[src/common/sbch_regs.vh]
// constants for the serial boot command handler
`ifndef SBCH_REGS_VH
`define SBCH_REGS_VH
`define SBCH_ST_SUCCESS      6'h00
`define SBCH_ST_INVALID_CMD  6'h01
`define SBCH_ST_SRC_MISAL    6'h02
`define SBCH_ST_DST_MISAL    6'h03
`define SBCH_ST_SRC_UNMAP    6'h04
`define SBCH_ST_DST_UNMAP    6'h05
`define SBCH_ST_COUNT        6'h06
`define SBCH_ST_BAD_RANGE    6'h07
`define SBCH_ST_NOT_BLANK    6'h08
`define SBCH_ST_NOT_PREP     6'h09
`define SBCH_ST_MISMATCH     6'h0A
`define SBCH_ST_BUSY         6'h0B
`define SBCH_ST_PARAM        6'h0C
`define SBCH_ST_ADDR_MISAL   6'h0D
`define SBCH_ST_ADDR_UNMAP   6'h0E
`define SBCH_ST_LOCKED       6'h0F
`define SBCH_ST_BAD_KEY      6'h10
`define SBCH_ST_BAD_BAUD     6'h11
`define SBCH_ST_BAD_STOP     6'h12
`define SBCH_ST_GUARDED      6'h13
`define SBCH_ST_IMG_CSUM     6'h15
`define SBCH_ST_OSC_OFF      6'h17
`define SBCH_ST_FLASH_OFF    6'h18
`define SBCH_ST_FLASH_NOCLK  6'h1B
`define SBCH_ST_REENTRY      6'h1C
`define SBCH_ST_NO_IMAGE     6'h1D
`define SBCH_ST_FLASH_FAIL   6'h20
`define SBCH_ST_BAD_PAGE     6'h21
`define SBCH_CMD_ERASE_SEC   8'h45
`define SBCH_CMD_ERASE_PAGE  8'h58
`define SBCH_CMD_BLANK       8'h49
`define SBCH_CMD_PART_ID     8'h4A
`define SBCH_CMD_BOOT_VER    8'h4B
`define SBCH_CMD_COMPARE     8'h4D
`define SBCH_CMD_SERIAL      8'h4E
`define SBCH_CMD_CRC         8'h53
`define SBCH_CRC_POLY        32'h04C11DB7
`define SBCH_CRC_SEED        32'hFFFFFFFF
`define SBCH_BOOT_PAGE_LO    16'h00FE
`define SBCH_BOOT_PAGE_HI    16'h00FF
`define SBCH_BOOT_SECTOR     16'h000F
`define SBCH_PAGES_PER_SEC   16'h0100
`define SBCH_ERASED_WORD     32'h00000000
`define SBCH_WORD_MASK       32'h00000003
`endif

[src/rtl/sbch_handler.v]
// serial boot command handler: decoded command in, status and data words out
`timescale 1ns/1ps
`include "sbch_regs.vh"
module sbch_handler #(
	parameter SECTORS = 16, // number of flash sectors
	parameter MEM_WORDS_LOG2 = 16, // log2 of words in the mapped memory
	parameter [31:0] PART_ID = 32'h0000ABCD, // arbitrary identification value
	parameter [15:0] BOOT_VER = 16'h0D01, // major in upper byte, minor in lower
	parameter [127:0] SERIAL = 128'h0 // arbitrary serial number, word 0 lowest
) (
	input wire clk_i, // 10 MHz clock
	input wire rstn_i, // asynchronous reset, active low
	input wire cmd_valid_i, // one-cycle pulse: parsed command line
	input wire [7:0] cmd_code_i, // command letter in ASCII
	input wire [2:0] cmd_argc_i, // number of arguments given
	input wire [31:0] arg0_i, // first argument
	input wire [31:0] arg1_i, // second argument
	input wire [31:0] arg2_i, // third argument
	input wire unlocked_i, // unlock key has been accepted
	input wire guard_i, // readout guard active
	input wire [15:0] prepared_i, // sectors armed by prepare, one bit each
	input wire [31:0] mem_rdata_i, // memory word, one cycle after mem_req_o
	output reg busy_o, // command in progress
	output reg mem_req_o, // memory read request pulse
	output reg [31:0] mem_addr_o, // word address of memory read
	output reg erase_o, // one-cycle erase pulse
	output reg erase_page_o, // erase is by page, not sector
	output reg [15:0] erase_first_o, // first sector or page to erase
	output reg [15:0] erase_last_o, // last sector or page to erase
	output reg reprotect_o, // pulse: drop prepare on erased sectors
	output reg resp_valid_o, // one-cycle pulse: answer ready
	output reg [5:0] resp_status_o, // status code, sent as decimal line
	output reg [2:0] resp_words_o, // number of data words that follow
	output reg [127:0] resp_data_o // data words, word 0 in low bits
);
	localparam S_IDLE = 4'b0001; // waiting for a command
	localparam S_READ = 4'b0010; // memory read issued
	localparam S_USE = 4'b0100; // data word arrives
	localparam S_DONE = 4'b1000; // answer goes out
	localparam [31:0] MEM_WORDS = 32'h1 << MEM_WORDS_LOG2; // words in map
	localparam [31:0] SEC_WORDS = MEM_WORDS / SECTORS; // words per sector

	reg [3:0] state_reg; // one-hot state
	reg [7:0] op_reg; // command being run
	reg [31:0] ptr_a_reg; // first address (word)
	reg [31:0] ptr_b_reg; // second address (word)
	reg [31:0] left_reg; // words remaining
	reg [31:0] off_reg; // byte offset walked so far
	reg [31:0] hold_reg; // word from region a, held for compare
	reg phase_reg; // compare: 0 reading a, 1 reading b
	reg [31:0] crc_reg; // running checksum

	// one CRC-32 step over a 32-bit word, msb first, no reflection
	function [31:0] crc_word;
		input [31:0] c;
		input [31:0] d;
		integer i;
		reg [31:0] r;
		begin
			r = c ^ d;
			for (i = 0; i < 32; i = i + 1) begin
				r = r[31] ? ((r << 1) ^ `SBCH_CRC_POLY) : (r << 1);
			end
			crc_word = r;
		end
	endfunction

	// a byte region is mapped when its last byte stays below the map end
	function mapped;
		input [31:0] addr;
		input [31:0] bytes;
		reg [33:0] end_b;
		begin
			end_b = {2'b00, addr} + {2'b00, bytes};
			mapped = (end_b <= {MEM_WORDS, 2'b00});
		end
	endfunction

	// sector range check, shared by sector erase and blank check
	function range_ok;
		input [31:0] a;
		input [31:0] b;
		begin
			range_ok = (b >= a) && (b < SECTORS);
		end
	endfunction

	// every sector in range must be armed by prepare
	function prep_ok;
		input [31:0] a;
		input [31:0] b;
		input [15:0] p;
		integer i;
		begin
			prep_ok = 1'b1;
			for (i = 0; i < 16; i = i + 1) begin
				if (i >= a && i <= b && !p[i]) begin
					prep_ok = 1'b0;
				end
			end
		end
	endfunction

	wire [31:0] last_page = SECTORS * `SBCH_PAGES_PER_SEC - 1; // highest page
	wire [31:0] boot_lo = `SBCH_BOOT_SECTOR * `SBCH_PAGES_PER_SEC + `SBCH_BOOT_PAGE_LO;
	wire [31:0] psec_a = arg0_i / `SBCH_PAGES_PER_SEC; // sector of first page
	wire [31:0] psec_b = arg1_i / `SBCH_PAGES_PER_SEC; // sector of last page

	// command intake, memory walk and answer, one process for all state
	always @(posedge clk_i or negedge rstn_i) begin
		if (!rstn_i) begin
			state_reg <= S_IDLE;
			op_reg <= 8'h00;
			ptr_a_reg <= 32'h0;
			ptr_b_reg <= 32'h0;
			left_reg <= 32'h0;
			off_reg <= 32'h0;
			hold_reg <= 32'h0;
			phase_reg <= 1'b0;
			crc_reg <= `SBCH_CRC_SEED;
			busy_o <= 1'b0;
			mem_req_o <= 1'b0;
			mem_addr_o <= 32'h0;
			erase_o <= 1'b0;
			erase_page_o <= 1'b0;
			erase_first_o <= 16'h0;
			erase_last_o <= 16'h0;
			reprotect_o <= 1'b0;
			resp_valid_o <= 1'b0;
			resp_status_o <= `SBCH_ST_SUCCESS;
			resp_words_o <= 3'h0;
			resp_data_o <= 128'h0;
		end else begin
			// pulses default low
			mem_req_o <= 1'b0;
			erase_o <= 1'b0;
			reprotect_o <= 1'b0;
			resp_valid_o <= 1'b0;
			case (state_reg)
			S_IDLE: begin
				if (cmd_valid_i) begin
					op_reg <= cmd_code_i;
					resp_words_o <= 3'h0;
					resp_data_o <= 128'h0;
					resp_status_o <= `SBCH_ST_SUCCESS;
					busy_o <= 1'b1;
					state_reg <= S_DONE; // most commands answer at once
					off_reg <= 32'h0;
					phase_reg <= 1'b0;
					crc_reg <= `SBCH_CRC_SEED;
					case (cmd_code_i)
					`SBCH_CMD_ERASE_SEC: begin
						if (cmd_argc_i < 3'd2) begin
							resp_status_o <= `SBCH_ST_PARAM;
						end else if (!unlocked_i) begin
							resp_status_o <= `SBCH_ST_LOCKED;
						end else if (!range_ok(arg0_i, arg1_i)) begin
							resp_status_o <= `SBCH_ST_BAD_RANGE;
						end else if (guard_i && (arg0_i != 0 || arg1_i != SECTORS - 1)) begin
							resp_status_o <= `SBCH_ST_GUARDED;
						end else if (!prep_ok(arg0_i, arg1_i, prepared_i)) begin
							resp_status_o <= `SBCH_ST_NOT_PREP;
						end else begin
							erase_o <= 1'b1;
							erase_page_o <= 1'b0;
							erase_first_o <= arg0_i[15:0];
							erase_last_o <= arg1_i[15:0];
							reprotect_o <= 1'b1;
						end
					end
					`SBCH_CMD_ERASE_PAGE: begin
						if (cmd_argc_i < 3'd2) begin
							resp_status_o <= `SBCH_ST_PARAM;
						end else if (!unlocked_i) begin
							resp_status_o <= `SBCH_ST_LOCKED;
						end else if (arg1_i < arg0_i || arg1_i > last_page
								|| arg1_i >= boot_lo) begin
							resp_status_o <= `SBCH_ST_BAD_PAGE;
						end else if (guard_i && (arg0_i != 0 || arg1_i != boot_lo - 1)) begin
							resp_status_o <= `SBCH_ST_GUARDED;
						end else if (!prep_ok(psec_a, psec_b, prepared_i)) begin
							resp_status_o <= `SBCH_ST_NOT_PREP;
						end else begin
							erase_o <= 1'b1;
							erase_page_o <= 1'b1;
							erase_first_o <= arg0_i[15:0];
							erase_last_o <= arg1_i[15:0];
							reprotect_o <= 1'b1;
						end
					end
					`SBCH_CMD_BLANK: begin
						if (cmd_argc_i < 3'd2) begin
							resp_status_o <= `SBCH_ST_PARAM;
						end else if (guard_i) begin
							resp_status_o <= `SBCH_ST_GUARDED;
						end else if (!range_ok(arg0_i, arg1_i)) begin
							resp_status_o <= `SBCH_ST_BAD_RANGE;
						end else begin
							ptr_a_reg <= arg0_i * SEC_WORDS;
							left_reg <= (arg1_i - arg0_i + 1) * SEC_WORDS;
							mem_req_o <= 1'b1;
							mem_addr_o <= arg0_i * SEC_WORDS;
							state_reg <= S_READ;
						end
					end
					`SBCH_CMD_PART_ID: begin
						resp_words_o <= 3'h1;
						resp_data_o <= {96'h0, PART_ID};
					end
					`SBCH_CMD_BOOT_VER: begin
						resp_words_o <= 3'h2;
						resp_data_o <= {64'h0, 24'h0, BOOT_VER[7:0],
							24'h0, BOOT_VER[15:8]};
					end
					`SBCH_CMD_SERIAL: begin
						resp_words_o <= 3'h4;
						resp_data_o <= SERIAL;
					end
					`SBCH_CMD_COMPARE, `SBCH_CMD_CRC: begin
						if (cmd_argc_i < ((cmd_code_i == `SBCH_CMD_CRC) ? 3'd2 : 3'd3)) begin
							resp_status_o <= `SBCH_ST_PARAM;
						end else if (guard_i) begin
							resp_status_o <= `SBCH_ST_GUARDED;
						end else if (cmd_code_i == `SBCH_CMD_CRC) begin
							if ((arg0_i & `SBCH_WORD_MASK) != 0) begin
								resp_status_o <= `SBCH_ST_ADDR_MISAL;
							end else if ((arg1_i & `SBCH_WORD_MASK) != 0) begin
								resp_status_o <= `SBCH_ST_COUNT;
							end else if (!mapped(arg0_i, arg1_i)) begin
								resp_status_o <= `SBCH_ST_ADDR_UNMAP;
							end else if (arg1_i == 0) begin
								resp_words_o <= 3'h1;
								resp_data_o <= {96'h0, `SBCH_CRC_SEED};
							end else begin
								ptr_a_reg <= arg0_i >> 2;
								left_reg <= arg1_i >> 2;
								mem_req_o <= 1'b1;
								mem_addr_o <= arg0_i >> 2;
								state_reg <= S_READ;
							end
						end else if (((arg0_i | arg1_i) & `SBCH_WORD_MASK) != 0) begin
							resp_status_o <= `SBCH_ST_ADDR_MISAL;
						end else if ((arg2_i & `SBCH_WORD_MASK) != 0) begin
							resp_status_o <= `SBCH_ST_COUNT;
						end else if (!mapped(arg0_i, arg2_i) || !mapped(arg1_i, arg2_i)) begin
							resp_status_o <= `SBCH_ST_ADDR_UNMAP;
						end else if (arg2_i != 0) begin
							ptr_a_reg <= arg0_i >> 2;
							ptr_b_reg <= arg1_i >> 2;
							left_reg <= arg2_i >> 2;
							mem_req_o <= 1'b1;
							mem_addr_o <= arg0_i >> 2;
							state_reg <= S_READ;
						end
					end
					default: begin
						resp_status_o <= `SBCH_ST_INVALID_CMD;
					end
					endcase
				end
			end
			S_READ: begin
				state_reg <= S_USE; // read data valid next cycle
			end
			S_USE: begin
				state_reg <= S_READ; // another read unless a branch below ends the walk
				if (op_reg == `SBCH_CMD_COMPARE && !phase_reg) begin
					hold_reg <= mem_rdata_i; // region a word kept, count untouched
					phase_reg <= 1'b1;
					mem_req_o <= 1'b1;
					mem_addr_o <= ptr_b_reg;
				end else begin
					// one word finished: advance both pointers and the count together
					phase_reg <= 1'b0;
					off_reg <= off_reg + 32'h4;
					ptr_a_reg <= ptr_a_reg + 32'h1;
					ptr_b_reg <= ptr_b_reg + 32'h1;
					left_reg <= left_reg - 32'h1;
					crc_reg <= crc_word(crc_reg, mem_rdata_i);
					if (op_reg == `SBCH_CMD_BLANK && mem_rdata_i != `SBCH_ERASED_WORD) begin
						resp_status_o <= `SBCH_ST_NOT_BLANK;
						resp_words_o <= 3'h2;
						resp_data_o <= {64'h0, mem_rdata_i, off_reg};
						state_reg <= S_DONE;
					end else if (op_reg == `SBCH_CMD_COMPARE && hold_reg != mem_rdata_i) begin
						resp_status_o <= `SBCH_ST_MISMATCH;
						resp_words_o <= 3'h1;
						resp_data_o <= {96'h0, off_reg};
						state_reg <= S_DONE;
					end else if (left_reg == 32'h1) begin
						state_reg <= S_DONE; // walk complete, success stands
						if (op_reg == `SBCH_CMD_CRC) begin
							resp_words_o <= 3'h1;
							resp_data_o <= {96'h0, crc_word(crc_reg, mem_rdata_i)};
						end
					end else begin
						mem_req_o <= 1'b1;
						mem_addr_o <= ptr_a_reg + 32'h1;
					end
				end
			end
			S_DONE: begin
				resp_valid_o <= 1'b1;
				busy_o <= 1'b0;
				state_reg <= S_IDLE;
			end
			default: begin
				state_reg <= S_IDLE;
			end
			endcase
		end
	end
endmodule

[config.mk]
export PLATFORM = sky130hd
export DESIGN_NAME = sbch_handler
export DESIGN_NICKNAME = d
export VERILOG_FILES = /design/src/rtl/sbch_handler.v
export VERILOG_INCLUDE_DIRS = /design/src /design/src/common
export SDC_FILE = /design/constraint.sdc
export NUM_CORES = 1
export LEC_CHECK = 0
export BUFFER_PORTS_ARGS = -buffer_cell sky130_fd_sc_hd__buf_2
export CAP_MARGIN = 20
export CORE_ASPECT_RATIO = 1.4
export CORE_MARGIN = 2
export CORE_UTILIZATION = 50
export DETAILED_ROUTE_END_ITERATION = 16
export GPL_TIMING_DRIVEN = 1
export PLACE_DENSITY = 0.79
export SYNTH_ARGS = -nofsm -noshare
export SYNTH_HDL_FRONTEND = slang
export SYNTH_SLANG_ARGS = --single-unit
export TNS_END_PERCENT = 20
[constraint.sdc]
create_clock -name clk_i -period 4.9 [get_ports clk_i]
set_input_delay 0.49 -clock clk_i [delete_from_list [all_inputs] [get_ports clk_i]]
set_output_delay 0.49 -clock clk_i [all_outputs]
set_load 0.1 [all_outputs]
== Word level (Yosys, flattened, before mapping) ==
Cells that the tools add are included.

* Add/subtract/negate cells: 9
* Order comparisons: 74
* Eq/ne operators: 59
* Mux-type cells: 289
* Bitwise gates (word level): 34
* Reduce and logical (&&, ||, !) cells: 118

{| class="wikitable"
|+ Operators with widths
! kind !! number
|-
| $mux W32 || 57
|-
| $mux W27 || 32
|-
| $mux W128 || 6
|-
| $pmux W32 S2 || 8
|-
| $not A14 Y14 || 32
|-
| $mux W16 || 20
|-
| $ge A4 B32 Y1 const A || 8
|-
| $le A4 B32 Y1 const A || 8
|-
| $pmux W128 S2 || 1
|-
| $reduce_bool A32 Y1 || 7
|-
| $ge A4 B24 Y1 const A || 8
|-
| $le A4 B24 Y1 const A || 8
|-
| $ge A3 B32 Y1 const A || 4
|-
| $le A3 B32 Y1 const A || 4
|-
| $mux W4 || 27
|-
| $add A32 B32 Y33 || 3
|-
| $le A33 B19 Y1 const B || 3
|-
| $mux W1 || 99
|-
| $pmux W33 S3 || 1
|-
| $ge A3 B24 Y1 const A || 4
|-
| $le A3 B24 Y1 const A || 4
|-
| $eq A8 B7 Y1 const B || 11
|-
| $logic_and A1 B1 Y1 || 70
|-
| $add A32 B1 Y32 const B || 2
|-
| other kinds (59) || 156
|}

* Register bits: 411
* Bits of input ports: 160

== Logic depth before layout (Yosys ltp) ==
* Depth in word-level cells: 71
* Mapped depth: 21
* Depth with buffers taken out: 19

== Worst setup path after synthesis ==
OpenSTA, ideal clock, no wires.

* Kind: in2reg
* Start: input arg0_i[9]
* End: register left_reg[0]
* Library setup time: 0.128 ns
* Arrival time: 4.762 ns
* Data required time: 4.772 ns
* Setup slack: 0.010 ns
* Cell stages on the path: 20
* Path through: clkbuf_1 inv_1 ha_1 clkbuf_1 inv_1 a21oi_1 o31ai_1 a21o_1 a2111oi_0 o211a_1 nand4_1 nor4_1 o311ai_0 nor4_1 o211ai_1 o21ai_1 and2_1 clkbuf_1 buf_2 mux2_1

* Cells in the longest elaborated chain, start to end: 6
* Elaborated cells between the ends (all ways): 12
* Those cells by class: 2 x add/sub; 3 x order compare; 3 x eq/ne; 4 x reduce/logical

{| class="wikitable"
|+ Ends and longest elaborated chain
! element !! line !! source
|-
| start, declared || sbch_handler.v:16 || <nowiki>input wire [31:0] arg0_i,</nowiki>
|-
| $add A32 B32 Y33 || sbch_handler.v:74 || <nowiki>end_b = {2'b00, addr} + {2'b00, bytes};</nowiki>
|-
| $le A33 B19 Y1 || sbch_handler.v:75 || <nowiki>mapped = (end_b <= {MEM_WORDS, 2'b00});</nowiki>
|-
| $logic_not A1 Y1 || sbch_handler.v:245 || <nowiki>end else if (!mapped(arg0_i, arg2_i) || !mapped(arg1_i, arg2_i)) begin</nowiki>
|-
| $logic_or A1 B1 Y1 || sbch_handler.v:245 ||
|-
| $ne A4 B4 Y1 (no line) || -- ||
|-
| $reduce_and A17 Y1 (no line) (*) || -- ||
|-
| end signal, assigned || sbch_handler.v:236 || <nowiki>left_reg <= arg1_i >> 2;</nowiki>
|-
| end signal, assigned || sbch_handler.v:250 || <nowiki>left_reg <= arg2_i >> 2;</nowiki>
|-
| end signal, assigned || sbch_handler.v:278 || <nowiki>left_reg <= left_reg - 32'h1;</nowiki>
|-
| end, declared || sbch_handler.v:47 || <nowiki>reg [31:0] left_reg;</nowiki>
|}

Every way passes the cells marked *; elsewhere a longest branch is shown, timed or not.
A chain may end at the register's enable or synchronous reset.

== Worst setup path in the final report ==
* Start: input arg2_i[0]
* End: register mem_addr_o[31]

* Cells in the longest elaborated chain, start to end: 6
* Elaborated cells between the ends (all ways): 13
* Those cells by class: 2 x add/sub; 2 x order compare; 3 x eq/ne; 6 x reduce/logical

{| class="wikitable"
|+ Ends and longest elaborated chain
! element !! line !! source
|-
| start, declared || sbch_handler.v:18 || <nowiki>input wire [31:0] arg2_i,</nowiki>
|-
| $add A32 B32 Y33 || sbch_handler.v:74 ||
|-
| $le A33 B19 Y1 || sbch_handler.v:75 ||
|-
| $logic_not A1 Y1 || sbch_handler.v:245 ||
|-
| $logic_or A1 B1 Y1 || sbch_handler.v:245 ||
|-
| $ne A4 B4 Y1 (no line) || -- ||
|-
| $reduce_and A19 Y1 (no line) (*) || -- ||
|-
| end signal, assigned || sbch_handler.v:238 || <nowiki>mem_addr_o <= arg0_i >> 2;</nowiki>
|-
| end signal, assigned || sbch_handler.v:252 || <nowiki>mem_addr_o <= arg0_i >> 2;</nowiki>
|-
| end signal, assigned || sbch_handler.v:271 || <nowiki>mem_addr_o <= ptr_b_reg;</nowiki>
|-
| end, declared || sbch_handler.v:25 || <nowiki>output reg [31:0] mem_addr_o,</nowiki>
|}

Marked as above.

==> impl_metrics.csv <==
group,metric,value,unit
outcome,outcome,"finished, final reports clean",
clocking,number_of_h_tree_levels,2,
route,routed_via_density,6.22,
placement,port_buffer_cells,302,
timing,final.hold.worst_slack,0.118,ns
timing,final_hold_viols,0,
setup_path,timing.critical_path.from_type,"input port",
synth,post_synth_main_area_contributors,"dfrtp_1 25%, ha_1 6.3%, xnor2_1 5.8%",
flow_run,drv_cap,0,
placement,place.detailed.instances,4956,
clocking,cts_max_path_buffers,3,
floorplan,die_area,63600,µm²
clocking,clockRootBuffer,"clkbuf_16",
timing,period_needed,4.65,ns
floorplan,placeable_area,60900,µm²
global_route,gr-max-usage-layer,"met2",
global_route,antenna_found_initial,5,
global_route,grt_remaining_overflow,0,
power,power_leakage,16.8,nW
synth,count_of_distinct_cell_types_in_the_synthesized_netlist,87,
placement,detailedPlacementHpwl,95600,µm
synth,synth-async-reset-ratio,100,%
global_route,via_count_of_the_first_global_routing_pass,31000,
floorplan,io_pins,367,
min_path,worstHoldPathType,"in2reg",
synth,synth_enable_flop_cells,0,
power,p_switching,14.7,mW
route,ant_nets,0,
global_route,total_routing_resource_utilization_after_global_routing,37.8,%
global_route,grt_util_met1,40.5,%
global_route,global_route.usage.met2,63.1,%
synth,ys_warn_count,0,
floorplan,row_count,107,
synth,post_synth_instance_area,30800,µm²
route,routedWlPerCell,24.3,µm
layout,stdcell_area,36700,µm²
layout,finish.net_count,4510,
global_route,grt_start_max_net_pins,152,
placement,dpl_worst_slack,-0.303,ns
clocking,cts.clk_slew.worst_paths,0.06,ns
floorplan,chipHeight,298,µm
layout,syn_to_final_growth,19.1,%
route,dr.first_iter.drc_count,3129,
global_route,grt_pass1_wl,182000,µm
layout,layout-drive-gt1-share,22.6,%
timing,maxClockFrequency,0.215,GHz
setup_path,timing.critical_path.to_type,"register",
power,seq_power_share,14.0,%
floorplan,starting_utilization_of_the_core_area,50.6,%
synth,yosysTopAreaCell,"dfrtp_1",
setup_path,worst-path-max-fanout,34,
power,switching_share,51.4,%
power,irDropWorstVdd,1.42,mV
timing,final.setup_skew,0.0296,ns
timing,final-max-slew-violation-count,0,
timing,layout_worst_path_cycle_share,94.9,%
route,wl,122000,µm
timing,tightest_slew,1.03,ns
synth,synthMostInstantiatedCell,"a21oi_1",
power,p_int,13.9,mW
setup_path,arrival_time_of_the_worst_setup_path,5.09,ns
route,first_pass_iters,6,
layout,max_flop_register,"resp_data_o",
power,power.density_cell_area,778,nW/µm²
synth,synth_cells,3681,
timing,fin_worst_setup_slack,0.251,ns
layout,max_ffs_per_register,64,
timing,timing.max_slew.rel_slack,30.3,%
route,via_count,31300,
synth,flop_and_latch_count_out_of_synthesis,345,
setup_path,worst_ep_required_time,5.35,ns
power,combPwrFrac,75.2,%
global_route,gr-usage-met3,6.56,%
placement,finalWeightedCongestion,1.06,
synth,postSynth.topFlopCell,"dfrtp_1",
layout,final_cell_count_no_fill,5031,
power,power.share.clock,10.7,%
setup_path,criticalPathCategory,"in2reg",
timing,setup_viol_count_final,0,
placement,dp_area,35300,µm²
timing,tns,0,ns
clocking,numClockSinks,345,
clocking,clock_insertion_delay_worst_skew,0.59,ns
synth,seq_area_frac_synth,28.2,%
floorplan,floorplan.die.width,214,µm
clocking,tritoncts.num_buffers,39,
synth,synthDominantCellAreaShare,25.3,%
synth,post_synth.cell_area_avg,8.37,µm²
clocking,cts_tree,"yes",
route,post-route-drc-count,0,
synth,yosys-top-cells-count,"348 x a21oi_1, 343 x nor2_1, 312 x dfrtp_1",
cells in the final DEF, fill, tap and decap left out, drive strengths merged, types with 46 or more instances in the layout:
cell / Yosys / final
clkbuf: 183 / 54
mux2: 86 / 86
a22o: 46 / 46
dfrtp: 312 / 312
nand2: 307 / 307
nor2: 343 / 343
inv: 146 / 151
xnor2: 252 / 252
nor3: 56 / 56
nor4: 62 / 62
o21ai: 194 / 194
a21o: 60 / 60
conb: 1 / 64
buf: 80 / 658
nand3: 107 / 107
a211oi: 51 / 51
a21oi: 348 / 348
nand4: 55 / 55
a31oi: 58 / 58
ha: 155 / 155
xor2: 160 / 160
stage by stage:
stage	total power [mW]	util [%]
global route	29.4	60.2
floorplan	15.5	-
global placement	24.7	57.9
detailed placement	24.8	57.9
CTS	28.1	60.1
finish	28.5	60.2
power by group through the flow:
stage               Sequential (mW)  Clock, mW  Combinational, mW
finish                         4.01       3.06               21.5
global route                   4.07       3.20               22.2
CTS                            3.97       3.09               21.0
detailed placement             4.01          0               20.8
global placement               3.99          0               20.7
floorplan                      4.77          0               10.7
critical path, cell delays in order:
cell     delay [ns]
buf_2          0.13
buf_12         0.12
ha_1           0.20
fa_1           0.41
a21o_1         0.17
a21oi_1        0.23
o211a_1        0.21
o31ai_1        0.13
a31oi_1        0.29
o31ai_1        0.13
buf_4          0.16
xor2_1         0.14
or4_1          0.50
nor4_1         0.32
and4_1         0.24
buf_4          0.16
and2_1         0.17
a32oi_1        0.12
o21a_2         0.25
buf_12         0.17
mux2_2         0.30
routing by layer:
metal,share of wire (%),up-vias
li1,-,14100
met5,0.012,-
met3,7.7,579
met4,11,2
met1,34,14800
met2,48,1737
worst paths after layout:
kind / from / end / slack, ns / depth (start not counted)
worst max register to register: crc_reg[27]$_DFFE_PN1P_ / resp_data_o[12]$_DFFE_PN0P_ / 0.55 / 15
worst min register to register: resp_words_o[1]$_DFFE_PN0P_ / resp_words_o[1]$_DFFE_PN0P_ / 0.47 / 2
max in group asynchronous: rstn_i / resp_data_o[0]$_DFFE_PN0P_ / 3.26 / 3
worst max-delay path: arg2_i[0] / mem_addr_o[31]$_DFFE_PN0P_ / 0.25 / 21
min in group asynchronous: rstn_i / resp_data_o[30]$_DFFE_PN0P_ / 0.51 / 2
worst min-delay path: cmd_valid_i / state_reg[0]$_DFFE_PN1N_ / 0.12 / 2
what timing repair did:
item,in CTS,in global routing
endpoints found under the hold margin,71,0
endpoints found under the setup margin,0,34
hold buffers,1,0
buffers inserted,0,0
gates resized for setup,0,4
cell type report:
class	instances	area [µm²]
fillers	5537	24200
diodes	2	5.00
multi-input cells	2989	20700
well taps	817	1020
inverters	147	552
repair buffers	660	4430
flip-flops and latches	345	8670
clock buffers	53	1100
clock inverters	18	245
cell families (layout without fill, tap and decap cells):
| kind of cell | after synthesis | after routing | share of synthesized area, % |
|---|---|---|---|
| AO/OA/AOI/OAI | 1083 | 1083 | 22.6 |
| XOR/XNOR | 412 | 412 | 14.3 |
| adder cells (fa/ha/maj) | 174 | 174 | 7.34 |
| buffers and inverters | 410 | 878 | 5.81 |
| flip-flops | 345 | 345 | 28.2 |
| multiplexers | 128 | 128 | 4.51 |
| other | 1 | 66 | 0.0122 |
| AND/OR/NAND/NOR | 1128 | 1128 | 17.3 |
Note: power is estimated with default switching activity, not from simulation.
